--- config.mk ---
export PLATFORM = sky130hd
export DESIGN_NAME = fl_top
export DESIGN_NICKNAME = d
export VERILOG_FILES = /design/src/rtl/fl_pkg.sv /design/src/rtl/fl_entry_cmp.sv /design/src/rtl/fl_duty_sel.sv /design/src/rtl/fl_top.sv
export SDC_FILE = /design/constraint.sdc
export NUM_CORES = 1
export LEC_CHECK = 0
export ABC_AREA = 1
export ABC_CLOCK_PERIOD_IN_PS = 3900
export BUFFER_PORTS_ARGS = -buffer_cell sky130_fd_sc_hd__buf_2
export CORE_MARGIN = 3
export CORE_UTILIZATION = 50
export CTS_BUF_LIST = sky130_fd_sc_hd__clkbuf_4 sky130_fd_sc_hd__clkbuf_8
export DETAILED_ROUTE_END_ITERATION = 8
export PLACE_DENSITY_LB_ADDON = 0.15
export SETUP_SLACK_MARGIN = 0.02
export SYNTH_ARGS = -nofsm -noshare
export SYNTH_HDL_FRONTEND = slang
export SYNTH_SLANG_ARGS = --single-unit
--- constraint.sdc ---
create_clock -name aclk -period 3.9 [get_ports aclk]
set_clock_uncertainty 0.15 [all_clocks]
set_input_delay 0.39 -clock aclk [delete_from_list [all_inputs] [get_ports aclk]]
set_output_delay 0.39 -clock aclk [all_outputs]
set_load 0.1 [all_outputs]
--- src/rtl/fl_pkg.sv ---
// constants and state types shared by the fan table entry block
package fl_pkg;

  // ---------------------------------------------------------------
  // bus geometry and register indices (byte address = 4 * index)
  // ---------------------------------------------------------------
  localparam int         ADDR_W      = 12;
  localparam int         TEMP_W      = 11;
  localparam logic [7:0] IDX_UNLOCK  = 8'h4A;
  localparam logic [7:0] IDX_OFFSET  = 8'h4E;
  localparam logic [7:0] IDX_LIM7    = 8'h5C;
  localparam logic [7:0] IDX_DUTY7   = 8'h5D;
  localparam logic [7:0] IDX_LIM8    = 8'h5E;
  localparam logic [7:0] IDX_DUTY8   = 8'h5F;
  localparam logic [7:0] IDX_CTRL    = 8'h70;
  localparam logic [7:0] IDX_STATUS  = 8'h71;

  // ---------------------------------------------------------------
  // reset values
  // ---------------------------------------------------------------
  localparam logic [7:0] RST_LIMIT   = 8'h7F;
  localparam logic [7:0] RST_DUTY    = 8'h3F;
  localparam logic [7:0] RST_UNLOCK  = 8'h00;
  localparam logic [7:0] RST_OFFSET  = 8'h00;
  localparam logic [7:0] RST_CTRL    = 8'h00;
  localparam logic [7:0] RST_FANDUTY = 8'h00;

  // ---------------------------------------------------------------
  // field positions
  // ---------------------------------------------------------------
  localparam int UNLOCK_BIT      = 5;
  localparam int CTRL_TEMP_HIRES = 0;
  localparam int CTRL_DUTY_HIRES = 1;
  localparam int CTRL_PWM_22K    = 2;
  localparam int STAT_HIT_LO     = 0;
  localparam int STAT_DUTY_LO    = 8;
  localparam int STAT_TEMP_LO    = 16;

  // ---------------------------------------------------------------
  // bus answers and channel states
  // ---------------------------------------------------------------
  localparam logic [1:0] RESP_OKAY   = 2'h0;
  localparam logic [1:0] RESP_SLVERR = 2'h2;

  typedef enum logic [1:0] {
    FL_W_WAIT = 2'b00,
    FL_W_RESP = 2'b01
  } fl_wr_state_t;

  typedef enum logic [1:0] {
    FL_R_IDLE = 2'b00,
    FL_R_DATA = 2'b01
  } fl_rd_state_t;

endpackage

--- src/rtl/fl_entry_cmp.sv ---
// threshold comparison for one fan table entry
`timescale 1ns/1ns
module fl_entry_cmp
  import fl_pkg::*;
(
  input  wire logic [7:0]        limit,
  input  wire logic [7:0]        offset,
  input  wire logic              temp_hires,
  input  wire logic [TEMP_W-1:0] remote_temp,
  output wire logic              over
);

  // ---------------------------------------------------------------
  // threshold in half degrees (degrees in low mode), widened so the offset cannot wrap
  // ---------------------------------------------------------------
  logic [9:0] thr_w;
  logic [9:0] temp_w;

  // limit is unsigned in both modes; low mode drops the top bit
  always_comb begin
    if (temp_hires) begin
      thr_w  = {2'b00, limit} + {1'b0, offset, 1'b0};
      temp_w = {1'b0, remote_temp[TEMP_W-1:2]};
    end else begin
      thr_w  = {3'b000, limit[6:0]} + {2'b00, offset};
      temp_w = {2'b00, remote_temp[TEMP_W-1:3]};
    end
  end

  assign over = temp_w > thr_w;

endmodule

--- src/rtl/fl_duty_sel.sv ---
// duty value that one table entry hands to the fan output
`timescale 1ns/1ns
module fl_duty_sel
  import fl_pkg::*;
(
  input  wire logic [7:0] duty,
  input  wire logic       duty_hires,
  input  wire logic       pwm_22k,
  output wire logic [7:0] value
);

  // ---------------------------------------------------------------
  // extension bits count only in high mode at 22.5 kHz
  // ---------------------------------------------------------------
  assign value = (duty_hires && pwm_22k) ? duty
                                         : {2'b00, duty[5:0]};

endmodule

--- src/rtl/fl_top.sv ---
// fan table entries seven and eight behind an axi4-lite slave
`timescale 1ns/1ns
// Notes on behaviour
// - entries always readable; writes land only while unlock register bit 5 is set
// - low temperature mode: limit top bit reads as zero
// - high temperature mode: 8-bit limit in half degrees, 9 temperature bits compared
// - low temperature mode: 7-bit limit in degrees, 8 temperature bits compared
// - temperature above entry limit selects that entry's duty for the fan output, entry eight's when both are exceeded
// - limits are positive only; sign bit taken as zero
// - low duty mode: duty extension bits read as zero
// - high duty mode: extension and base bits form one 8-bit duty
// - extension bits act only while 22.5 kHz pwm is selected
// - otherwise only the six base bits supply the fan duty
module fl_top
  import fl_pkg::*;
(
  input  wire logic              aclk,
  input  wire logic              aresetn,
  input  wire logic [ADDR_W-1:0] awaddr,
  input  wire logic              awvalid,
  output wire logic              awready,
  input  wire logic [31:0]       wdata,
  input  wire logic [3:0]        wstrb,
  input  wire logic              wvalid,
  output wire logic              wready,
  output wire logic [1:0]        bresp,
  output wire logic              bvalid,
  input  wire logic              bready,
  input  wire logic [ADDR_W-1:0] araddr,
  input  wire logic              arvalid,
  output wire logic              arready,
  output wire logic [31:0]       rdata,
  output wire logic [1:0]        rresp,
  output wire logic              rvalid,
  input  wire logic              rready,
  input  wire logic [TEMP_W-1:0] remote_temp,
  input  wire logic              conv_done,
  output wire logic [7:0]        fan_duty,
  output wire logic [1:0]        table_hit
);

  // ---------------------------------------------------------------
  // state
  // ---------------------------------------------------------------
  fl_wr_state_t      wst_q, wst_d;
  fl_rd_state_t      rst_q, rst_d;
  logic              aw_hold_q, aw_hold_d;
  logic              w_hold_q, w_hold_d;
  logic [7:0]        awidx_q, awidx_d;
  logic [7:0]        wbyte_q, wbyte_d;
  logic              wstrb0_q, wstrb0_d;
  logic [1:0]        bresp_q, bresp_d;
  logic [31:0]       rdata_q, rdata_d;
  logic [1:0]        rresp_q, rresp_d;
  logic [7:0]        unlock_q, unlock_d;
  logic [7:0]        offset_q, offset_d;
  logic [7:0]        ctrl_q, ctrl_d;
  logic [7:0]        lim7_q, lim7_d;
  logic [7:0]        duty7_q, duty7_d;
  logic [7:0]        lim8_q, lim8_d;
  logic [7:0]        duty8_q, duty8_d;
  logic [1:0]        hit_q, hit_d;
  logic [7:0]        fan_duty_q, fan_duty_d;
  logic [TEMP_W-1:0] temp_q, temp_d;
  logic [1:0]        over_w;
  logic [7:0]        sel7_w;
  logic [7:0]        sel8_w;
  logic              wr_fire;
  logic              ar_fire;
  logic              temp_hires;
  logic              duty_hires;
  logic              pwm_22k;

  assign temp_hires = ctrl_q[CTRL_TEMP_HIRES];
  assign duty_hires = ctrl_q[CTRL_DUTY_HIRES];
  assign pwm_22k    = ctrl_q[CTRL_PWM_22K];

  // ---------------------------------------------------------------
  // read view helpers
  // ---------------------------------------------------------------
  // storage keeps all bits; only the view is masked, so a mode flip restores them
  function automatic logic [7:0] fl_rd_limit(input logic [7:0] v, input logic hires);
    fl_rd_limit = hires ? v : {1'b0, v[6:0]};
  endfunction

  function automatic logic [7:0] fl_rd_duty(input logic [7:0] v, input logic hires);
    fl_rd_duty = hires ? v : {2'b00, v[5:0]};
  endfunction

  function automatic logic fl_mapped(input logic [7:0] idx);
    case (idx)
      IDX_UNLOCK, IDX_OFFSET, IDX_LIM7, IDX_DUTY7,
      IDX_LIM8, IDX_DUTY8, IDX_CTRL, IDX_STATUS: fl_mapped = 1'b1;
      default:                                   fl_mapped = 1'b0;
    endcase
  endfunction

  // ---------------------------------------------------------------
  // write channels: address and data held apart, joined afterwards
  // ---------------------------------------------------------------
  assign awready = (wst_q == FL_W_WAIT) && !aw_hold_q;
  assign wready  = (wst_q == FL_W_WAIT) && !w_hold_q;
  assign bvalid  = (wst_q == FL_W_RESP);
  assign bresp   = bresp_q;
  assign wr_fire = (wst_q == FL_W_WAIT) && aw_hold_q && w_hold_q;

  // next state of the write side
  always_comb begin
    wst_d     = wst_q;
    aw_hold_d = aw_hold_q;
    w_hold_d  = w_hold_q;
    awidx_d   = awidx_q;
    wbyte_d   = wbyte_q;
    wstrb0_d  = wstrb0_q;
    bresp_d   = bresp_q;
    case (wst_q)
      FL_W_WAIT: begin
        if (awvalid && awready) begin
          aw_hold_d = 1'b1;
          awidx_d   = awaddr[9:2];
        end
        if (wvalid && wready) begin
          w_hold_d = 1'b1;
          wbyte_d  = wdata[7:0];
          wstrb0_d = wstrb[0];
        end
        if (wr_fire) begin
          wst_d   = FL_W_RESP;
          bresp_d = fl_mapped(awidx_q) ? RESP_OKAY : RESP_SLVERR;
        end
      end
      FL_W_RESP: begin
        if (bready) begin
          wst_d     = FL_W_WAIT;
          aw_hold_d = 1'b0;
          w_hold_d  = 1'b0;
        end
      end
      default: wst_d = FL_W_WAIT;
    endcase
  end

  always_ff @(posedge aclk) begin
    if (!aresetn) begin
      wst_q     <= FL_W_WAIT;
      aw_hold_q <= 1'b0;
      w_hold_q  <= 1'b0;
      awidx_q   <= 8'h00;
      wbyte_q   <= 8'h00;
      wstrb0_q  <= 1'b0;
      bresp_q   <= RESP_OKAY;
    end else begin
      wst_q     <= wst_d;
      aw_hold_q <= aw_hold_d;
      w_hold_q  <= w_hold_d;
      awidx_q   <= awidx_d;
      wbyte_q   <= wbyte_d;
      wstrb0_q  <= wstrb0_d;
      bresp_q   <= bresp_d;
    end
  end

  // ---------------------------------------------------------------
  // register file
  // ---------------------------------------------------------------
  // only lane 0 carries data; a locked table write still answers okay
  always_comb begin
    unlock_d = unlock_q;
    offset_d = offset_q;
    ctrl_d   = ctrl_q;
    lim7_d   = lim7_q;
    duty7_d  = duty7_q;
    lim8_d   = lim8_q;
    duty8_d  = duty8_q;
    if (wr_fire && wstrb0_q) begin
      case (awidx_q)
        IDX_UNLOCK: unlock_d = wbyte_q;
        IDX_OFFSET: offset_d = wbyte_q;
        IDX_CTRL:   ctrl_d   = wbyte_q;
        IDX_LIM7:   if (unlock_q[UNLOCK_BIT]) lim7_d  = wbyte_q;
        IDX_DUTY7:  if (unlock_q[UNLOCK_BIT]) duty7_d = wbyte_q;
        IDX_LIM8:   if (unlock_q[UNLOCK_BIT]) lim8_d  = wbyte_q;
        IDX_DUTY8:  if (unlock_q[UNLOCK_BIT]) duty8_d = wbyte_q;
        default:    unlock_d = unlock_q;
      endcase
    end
  end

  always_ff @(posedge aclk) begin
    if (!aresetn) begin
      unlock_q <= RST_UNLOCK;
      offset_q <= RST_OFFSET;
      ctrl_q   <= RST_CTRL;
      lim7_q   <= RST_LIMIT;
      duty7_q  <= RST_DUTY;
      lim8_q   <= RST_LIMIT;
      duty8_q  <= RST_DUTY;
    end else begin
      unlock_q <= unlock_d;
      offset_q <= offset_d;
      ctrl_q   <= ctrl_d;
      lim7_q   <= lim7_d;
      duty7_q  <= duty7_d;
      lim8_q   <= lim8_d;
      duty8_q  <= duty8_d;
    end
  end

  // ---------------------------------------------------------------
  // read channel: one word answered the cycle after the address
  // ---------------------------------------------------------------
  assign arready = (rst_q == FL_R_IDLE);
  assign ar_fire = arvalid && arready;
  assign rvalid  = (rst_q == FL_R_DATA);
  assign rdata   = rdata_q;
  assign rresp   = rresp_q;

  always_comb begin
    rst_d   = rst_q;
    rdata_d = rdata_q;
    rresp_d = rresp_q;
    case (rst_q)
      FL_R_IDLE: begin
        if (ar_fire) begin
          rst_d   = FL_R_DATA;
          rresp_d = fl_mapped(araddr[9:2]) ? RESP_OKAY : RESP_SLVERR;
          case (araddr[9:2])
            IDX_UNLOCK: rdata_d = {24'h000000, unlock_q};
            IDX_OFFSET: rdata_d = {24'h000000, offset_q};
            IDX_CTRL:   rdata_d = {24'h000000, ctrl_q};
            IDX_LIM7:   rdata_d = {24'h000000, fl_rd_limit(lim7_q, temp_hires)};
            IDX_DUTY7:  rdata_d = {24'h000000, fl_rd_duty(duty7_q, duty_hires)};
            IDX_LIM8:   rdata_d = {24'h000000, fl_rd_limit(lim8_q, temp_hires)};
            IDX_DUTY8:  rdata_d = {24'h000000, fl_rd_duty(duty8_q, duty_hires)};
            IDX_STATUS: rdata_d = {5'h00, temp_q, fan_duty_q, 6'h00, hit_q};
            default:    rdata_d = 32'h00000000;
          endcase
        end
      end
      FL_R_DATA: begin
        if (rready) begin
          rst_d = FL_R_IDLE;
        end
      end
      default: rst_d = FL_R_IDLE;
    endcase
  end

  always_ff @(posedge aclk) begin
    if (!aresetn) begin
      rst_q   <= FL_R_IDLE;
      rdata_q <= 32'h00000000;
      rresp_q <= RESP_OKAY;
    end else begin
      rst_q   <= rst_d;
      rdata_q <= rdata_d;
      rresp_q <= rresp_d;
    end
  end

  // ---------------------------------------------------------------
  // table lookup
  // ---------------------------------------------------------------
  fl_entry_cmp u_cmp7 (
    .limit       (lim7_q),
    .offset      (offset_q),
    .temp_hires  (temp_hires),
    .remote_temp (remote_temp),
    .over        (over_w[0])
  );

  fl_entry_cmp u_cmp8 (
    .limit       (lim8_q),
    .offset      (offset_q),
    .temp_hires  (temp_hires),
    .remote_temp (remote_temp),
    .over        (over_w[1])
  );

  fl_duty_sel u_sel7 (
    .duty       (duty7_q),
    .duty_hires (duty_hires),
    .pwm_22k    (pwm_22k),
    .value      (sel7_w)
  );

  fl_duty_sel u_sel8 (
    .duty       (duty8_q),
    .duty_hires (duty_hires),
    .pwm_22k    (pwm_22k),
    .value      (sel8_w)
  );

  // sampled once per conversion; between conversions the duty holds,
  // and with neither entry exceeded the earlier duty stays in force
  always_comb begin
    hit_d      = hit_q;
    temp_d     = temp_q;
    fan_duty_d = fan_duty_q;
    if (conv_done) begin
      hit_d  = over_w;
      temp_d = remote_temp;
      if (over_w[1]) begin
        fan_duty_d = sel8_w;
      end else if (over_w[0]) begin
        fan_duty_d = sel7_w;
      end
    end
  end

  always_ff @(posedge aclk) begin
    if (!aresetn) begin
      hit_q      <= 2'b00;
      temp_q     <= {TEMP_W{1'b0}};
      fan_duty_q <= RST_FANDUTY;
    end else begin
      hit_q      <= hit_d;
      temp_q     <= temp_d;
      fan_duty_q <= fan_duty_d;
    end
  end

  assign fan_duty  = fan_duty_q;
  assign table_hit = hit_q;

  // ---------------------------------------------------------------
  // checks
  // ---------------------------------------------------------------
  // reference compares written out apart from the compare units
  logic              chk_hi7_w;
  logic              chk_lo7_w;
  logic              chk_sgn7_w;

  assign chk_hi7_w  = {1'b0, remote_temp[TEMP_W-1:2]}
                      > ({2'b00, lim7_q} + {1'b0, offset_q, 1'b0});
  assign chk_lo7_w  = {2'b00, remote_temp[TEMP_W-1:3]}
                      > ({3'b000, lim7_q[6:0]} + {2'b00, offset_q});
  assign chk_sgn7_w = remote_temp[TEMP_W-1:3] > {1'b0, lim7_q[6:0]};
endmodule

==> results of run 1 <==
==> registers in the layout, summed over array words and instances (netlist names), 2 cells and up <==
| signal | count |
|---|---|
| offset_q | 8 |
| duty7_q | 8 |
| rdata | 27 |
| fan_duty | 8 |
| unlock_q | 8 |
| ctrl_q | 8 |
| temp_q | 11 |
| table_hit | 2 |
| awidx_q | 8 |
| lim8_q | 8 |
| duty8_q | 8 |
| lim7_q | 8 |
| wbyte_q | 8 |
==> cell families (layout without fill, tap and decap cells) <==
family | after synthesis | after routing | synth area share (%)
AND/OR/NAND/NOR | 460 | 460 | 27.4
adder cells (fa/ha/maj) | 50 | 50 | 9.02
AO/OA/AOI/OAI | 248 | 248 | 19.4
buffers and inverters | 147 | 229 | 8.28
other | 1 | 7 | 0.0516
XOR/XNOR | 4 | 4 | 0.482
multiplexers | 3 | 3 | 0.413
flip-flops | 127 | 127 | 35.0
==> cell usage in the layout (no fill, tap or decap), types with 2 or more instances in the layout <==
master / n
a211oi_1: 11
a21oi_1: 112
a31oi_1: 3
buf_2: 87
buf_4: 12
bufinv_16: 5
clkbuf_4: 2
clkbuf_8: 22
clkinv_1: 2
clkinv_4: 2
conb_1: 7
dfxtp_1: 127
fa_1: 4
ha_1: 46
inv_1: 92
inv_2: 4
mux2i_1: 3
nand2_1: 229
nand2_2: 4
nand3_1: 85
nand4_1: 17
nor2_1: 101
nor2_2: 2
nor2_4: 2
nor3_1: 8
nor3_2: 3
nor3_4: 2
nor4_1: 2
o211ai_1: 23
o211ai_2: 5
o21ai_0: 80
o22ai_1: 2
o311ai_0: 2
o31ai_1: 2
xnor2_1: 2
xor2_1: 2
==> metrics by stage <==
| stage | hold slack (ns) | power [mW] | instances |
|---|---|---|---|
| 2_1_floorplan | 0.280 | 1.68 | 1046 |
| 3_3_place_gp | 0.300 | 1.77 | 1276 |
| 3_5_place_dp | 0.302 | 1.78 | 1276 |
| 4_1_cts | 0.0172 | 3.14 | 1308 |
| 5_1_grt | 0.0339 | 3.24 | 1308 |
| 6_report | 0.0335 | 3.13 | 1308 |
==> worst max-delay path: stages (launching register included) <==
cell and delay [ns]:
dfxtp_1 0.46, ha_1 0.23, inv_1 0.06, fa_1 0.41, o21ai_0 0.38, a21oi_1 0.14, nand2_1 0.08, nand2_1 0.05
o22ai_1 0.31, ha_1 0.31, nand2_1 0.07, inv_1 0.04, nand2_1 0.05, o21ai_0 0.06, a21oi_1 0.16, nand2_2 0.18
nand2_1 0.13, inv_2 0.08, nor2_1 0.12, nor2_1 0.05
==> report_power, final <==
| part | switching [mW] | total (mW) | leakage [nW] | internal (mW) |
|---|---|---|---|---|
| logic | 0.311 | 0.387 | 2.73 | 0.0756 |
| clock network | 0.520 | 1.38 | 0.246 | 0.864 |
| registers | 0.0248 | 1.36 | 1.03 | 1.34 |
| total | 0.857 | 3.13 | 4.01 | 2.28 |
==> metal layers <==
metal | vias to the layer above | track usage, %
met5 | - | 0
met2 | 231 | 39.5
met4 | 0 | 7.38
li1 | 3647 | -
met1 | 3222 | 34.9
met3 | 32 | 5.18
==> worst min path at each step <==
stage	from	end	slack (ns)	cells after the start
global route	remote_temp[1]	temp_q[1]$_SDFFE_PN0P_	0.03	3
detailed placement	rdata[7]$_SDFFE_PN0P_	rdata[7]$_SDFFE_PN0P_	0.30	2
CTS	remote_temp[0]	temp_q[0]$_SDFFE_PN0P_	0.02	3
finish	remote_temp[0]	temp_q[0]$_SDFFE_PN0P_	0.03	3
floorplan	awidx_q[6]$_SDFFE_PN0P_	awidx_q[6]$_SDFFE_PN0P_	0.28	2
global placement	rdata[16]$_SDFFE_PN0P_	rdata[16]$_SDFFE_PN0P_	0.30	2
==> cell type report <==
| cell class | count | area, um^2 | area share [%] |
|---|---|---|---|
| multi-input combinational | 772 | 4160 | 50.0 |
| tap | 180 | 225 | 2.71 |
| timing repair buffer | 99 | 526 | 6.32 |
| inverter | 98 | 368 | 4.43 |
| sequential | 127 | 2540 | 30.6 |
| clock inverter | 8 | 175 | 2.11 |
| clock buffer | 24 | 318 | 3.82 |
==> out/qor.yml, run 1 <==
antenna_cells: 0
min_period_ns: 3.64
grt-ovfl-total: 0
power_density_mw_per_mm2: 377
num-nets-final: 1244
cts.sink_count: 127
endpoint: "fan_duty[0]$_SDFFE_PN0P_"
setup_viol: 0
wl_met1_um: 9470
min_period_over_period_pct: 93.4
cts.clk_slew.worst_paths_ns: 0.08
worst_r2r_endpoint: "fan_duty[0]$_SDFFE_PN0P_"
min_path_type: "input port to register"
htree_levels: 4
synth_top_area_share_pct: 35.0
syn_area_per_cell_um2: 6.99
final_core_util_pct: 59.2
wl_met2_um: 8950
n_fill_cell: 1394
post_cts_buffers: 0
drt_pre_antenna_iters: 5
synth_common_cells: "nand2_1 (230), dfxtp_1 (127), a21oi_1 (112)"
fmaxAchievable_ghz: 0.275
ios: 130
cts_hold_buf: 0
routedWlPerCell_um: 15.4
crit_start: "offset_q[0]$_SDFFE_PN0P_"
synth_most_common_cell: "nand2_1"
crit_type: "register to register"
place.gp.congestion: 0.924
cts_buffers: 17
max_slew.worst_pin.slew_ns: 0.922
worstPathMaxFanout: 10
vdd_drop_max_mv: 0.333
ys_warn_count: 0
power_leakage_nw: 4.01
cp.arrival_ns: 3.84
ys_seq_area_share_pct: 35.0
cp.required_ns: 4.10
topRoutingLayerUsed: "met4"
syn-instance-count: 1040
cts_tree: "done"
drive_gt1_share_pct: 14.1
reg2reg_slack_ns: 0.26
hold_viol: 0
cts-resized-gates: 0
place_ws_ns: 0.253
ys_types: 47
clock_latency_ns: 0.44
finalSetupTns_ns: 0
via_count: 7132
rsz0062_at_grt: "no"
design_area_mm2: 0.00831
die_h_um: 127
synth-edff-count: 0
cts_max_path_buffers: 2
critPathCaptureType: "register"
ys_ff_latch: 127
area_growth_pct: 14.3
drt_iter0_markers: 529
port_buffers: 87
initial_core_util_pct: 51.8
fp.dieW_um: 127
viasPerCell: 5.45
synth_area_leader_cell: "dfxtp_1"
placed_cell_area_mm2: 0.00781
grt_pass1_wl_um: 32300
async_flop_share_pct: 0
grt_pass1_vias: 6353
synthFlopType: "dfxtp_1"
finalWirelength_um: 20100
rows: 43
synth.top_cells.by_area: "dfxtp_1 (35%), nand2_1 (12%), ha_1 (7.9%), a21oi_1 (7.7%), nand3_1 (5.9%)"
antenna_left: 0
die-area_mm2: 0.0160
cts-root-buf: "clkbuf_8"
dp.final_hpwl_um: 14900
netlist_area_mm2: 0.00727
ff2ff_path_depth: 19
relSlewSlack_pct: 38.2
maxCapViolations: 0
antenna_found_initial: 0
grt_max_degree: 86
status: "finished, final reports clean"
r2r_start: "offset_q[0]$_SDFFE_PN0P_"
slew_viol_final: 0
grt_use_total_pct: 25.1
core_mm2: 0.0140
drc: 0
route.met3.wl_um: 1350
crit_path_start_kind: "register"
worst_slack_ns: 0.259
Note: power is estimated with default switching activity, not from simulation.
==> run 2, diff against run 1 <==
--- a/config.mk
+++ b/config.mk
@@ -8,7 +8,6 @@
 export ABC_AREA = 1
 export ABC_CLOCK_PERIOD_IN_PS = 3900
 export BUFFER_PORTS_ARGS = -buffer_cell sky130_fd_sc_hd__buf_2
-export CORE_MARGIN = 3
 export CORE_UTILIZATION = 50
 export CTS_BUF_LIST = sky130_fd_sc_hd__clkbuf_4 sky130_fd_sc_hd__clkbuf_8
 export DETAILED_ROUTE_END_ITERATION = 8
==> out/qor.yml, run 2 (synthesis gave the netlist of run 1 again) <==
drive_gt1_share_pct: 14.0  # was 14.1%
drt_pre_antenna_iters: 6  # was 5
cp.arrival_ns: 3.75  # was 3.84 ns
cts.clk_slew.worst_paths_ns: 0.07  # was 0.08 ns
relSlewSlack_pct: 31.1  # was 38.2%
finalSetupTns_ns: 0  # unchanged
crit_type: "register to register"  # unchanged
htree_levels: 4  # unchanged
cts_max_path_buffers: 2  # unchanged
max_slew.worst_pin.slew_ns: 1.03  # was 0.922 ns
min_period_over_period_pct: 91.4  # was 93.4%
power_leakage_nw: 3.98  # was 4.01 nW
drt_iter0_markers: 549  # was 529
cp.required_ns: 4.09  # was 4.10 ns
reg2reg_slack_ns: 0.34  # was 0.26 ns
antenna_left: 0  # unchanged
status: "finished, final reports clean"  # unchanged
slew_viol_final: 0  # unchanged
via_count: 7097  # was 7132
cts-root-buf: "clkbuf_8"  # unchanged
area.sequential_mm2: 0.00254  # unchanged
initial_core_util_pct: 51.8  # unchanged
holdWs_ns: 0.0273  # was 0.0335 ns
area_growth_pct: 13.9  # was 14.3%
grt_use_total_pct: 27.0  # was 25.1%
critPathCaptureType: "register"  # unchanged
crit_path_start_kind: "register"  # unchanged
post_cts_buffers: 0  # unchanged
antenna_cells: 0  # unchanged
dp.final_hpwl_um: 14500  # was 14900 um
fmaxAchievable_ghz: 0.281  # was 0.275 GHz
min_period_ns: 3.56  # was 3.64 ns
fp.dieW_um: 123  # was 127 um
drc: 0  # unchanged
grt_pass1_vias: 6152  # was 6353
grt-ovfl-total: 0  # unchanged
port_buffers: 87  # unchanged
setup_viol: 0  # unchanged
n_fill_cell: 1378  # was 1394
rsz0062_at_grt: "no"  # unchanged
largest_reg_flops: 27  # unchanged
power_density_mw_per_mm2: 370  # was 377 mW/mm^2
min_path_type: "input port to register"  # unchanged
die_h_um: 123  # was 127 um
core_mm2: 0.0140  # unchanged
antenna_found_initial: 0  # unchanged
cts_buffers: 17  # unchanged
cts_hold_buf: 0  # unchanged
vdd_drop_max_mv: 0.270  # was 0.333 mV
maxCapViolations: 0  # unchanged
grt_max_degree: 62  # was 86
cts_tree: "done"  # unchanged
viasPerCell: 5.43  # was 5.45
multi_input_area_mm2: 0.00416  # unchanged
rows: 43  # unchanged
layout_commonest_cell: "nand2_1"  # unchanged
hold_viol: 0  # unchanged
ios: 130  # unchanged
worstPathMaxFanout: 10  # unchanged
clock_latency_ns: 0.44  # about the same
cts-resized-gates: 0  # unchanged
die-area_mm2: 0.0150  # was 0.0160 mm^2
num-nets-final: 1243  # was 1244
routedWlPerCell_um: 15.1  # was 15.4 um
grt_pass1_wl_um: 31100  # was 32300 um
cts.sink_count: 127  # unchanged
finalWirelength_um: 19800  # was 20100 um
place.gp.congestion: 0.933  # was 0.924
final_cell_mix: "nand2_1 (229), dfxtp_1 (127), a21oi_1 (112)"  # unchanged
run 2: cell types whose count changed in the layout (fill, tap and decap cells not counted):
cell	before	now
buf_4	12	11
o21ai_1	1	2
clkinvlp_4	1	3
bufinv_16	5	4
o21ai_0	80	79
clkinv_4	2	1
run 2: final timing paths:
kind / from / end / cells past startpoint
worst min-delay path: remote_temp[1] / temp_q[1]$_SDFFE_PN0P_ / 3
worst min register to register: awidx_q[6]$_SDFFE_PN0P_ / awidx_q[6]$_SDFFE_PN0P_ / 2
worst max register to register: offset_q[0]$_SDFFE_PN0P_ / fan_duty[0]$_SDFFE_PN0P_ / 18
worst max-delay path: offset_q[0]$_SDFFE_PN0P_ / fan_duty[0]$_SDFFE_PN0P_ / 18
run 2: per-stage QoR:
| stage | util [%] | setup WS, ns | total power, mW | area, um^2 | std cells |
|---|---|---|---|---|---|
| 2_1_floorplan | - | 0.599 | 1.68 | 7290 | 1046 |
| 3_3_place_gp | 55.6 | 0.332 | 1.77 | 7800 | 1275 |
| 3_5_place_dp | 55.6 | 0.281 | 1.77 | 7800 | 1275 |
| 4_1_cts | 58.9 | 0.271 | 3.07 | 8270 | 1307 |
| 5_1_grt | 59.0 | 0.0478 | 3.18 | 8280 | 1307 |
| 6_report | 59.0 | 0.336 | 3.06 | 8280 | 1307 |
run 2: power by group:
part / total [mW] / switching [mW] / leakage [nW] / internal (mW)
registers: 1.36 / 0.0245 / 1.03 / 1.34
logic: 0.386 / 0.310 / 2.72 / 0.0753
clock network: 1.31 / 0.516 / 0.228 / 0.798
total: 3.06 / 0.851 / 3.98 / 2.21
run 2: per-layer routing:
metal / routed length [um] / track usage (%) / vias up
met1: 9580 / 37.4 / 3217
met2: 8760 / 42.3 / 211
li1: - / - / 3649
met4: 294 / 7.39 / 0
met5: 0 / 0 / -
met3: 1140 / 5.53 / 20
run 2: cell type report:
cell class / count / share of cell area (%)
clock buffer: 24 / 3.84
clock inverter: 8 / 1.83
inverter: 98 / 4.44
multi-input combinational: 772 / 50.2
sequential: 127 / 30.7
tap: 180 / 2.72
timing repair buffer: 98 / 6.26
run 2: critical path, cell delays in order, from the launching register on:
cell and delay (ns):
dfxtp_1 0.46, ha_1 0.22, inv_1 0.06, fa_1 0.38, nand3b_1 0.19, nand2_1 0.14
a31oi_1 0.12, nand2_1 0.08, nand2_1 0.04, o21ai_0 0.27, ha_1 0.31, nand2_1 0.11
nor4_2 0.07, a21oi_4 0.31, nand3_4 0.18, nand2_1 0.11, inv_2 0.08, nor2_1 0.12
nor2_1 0.05
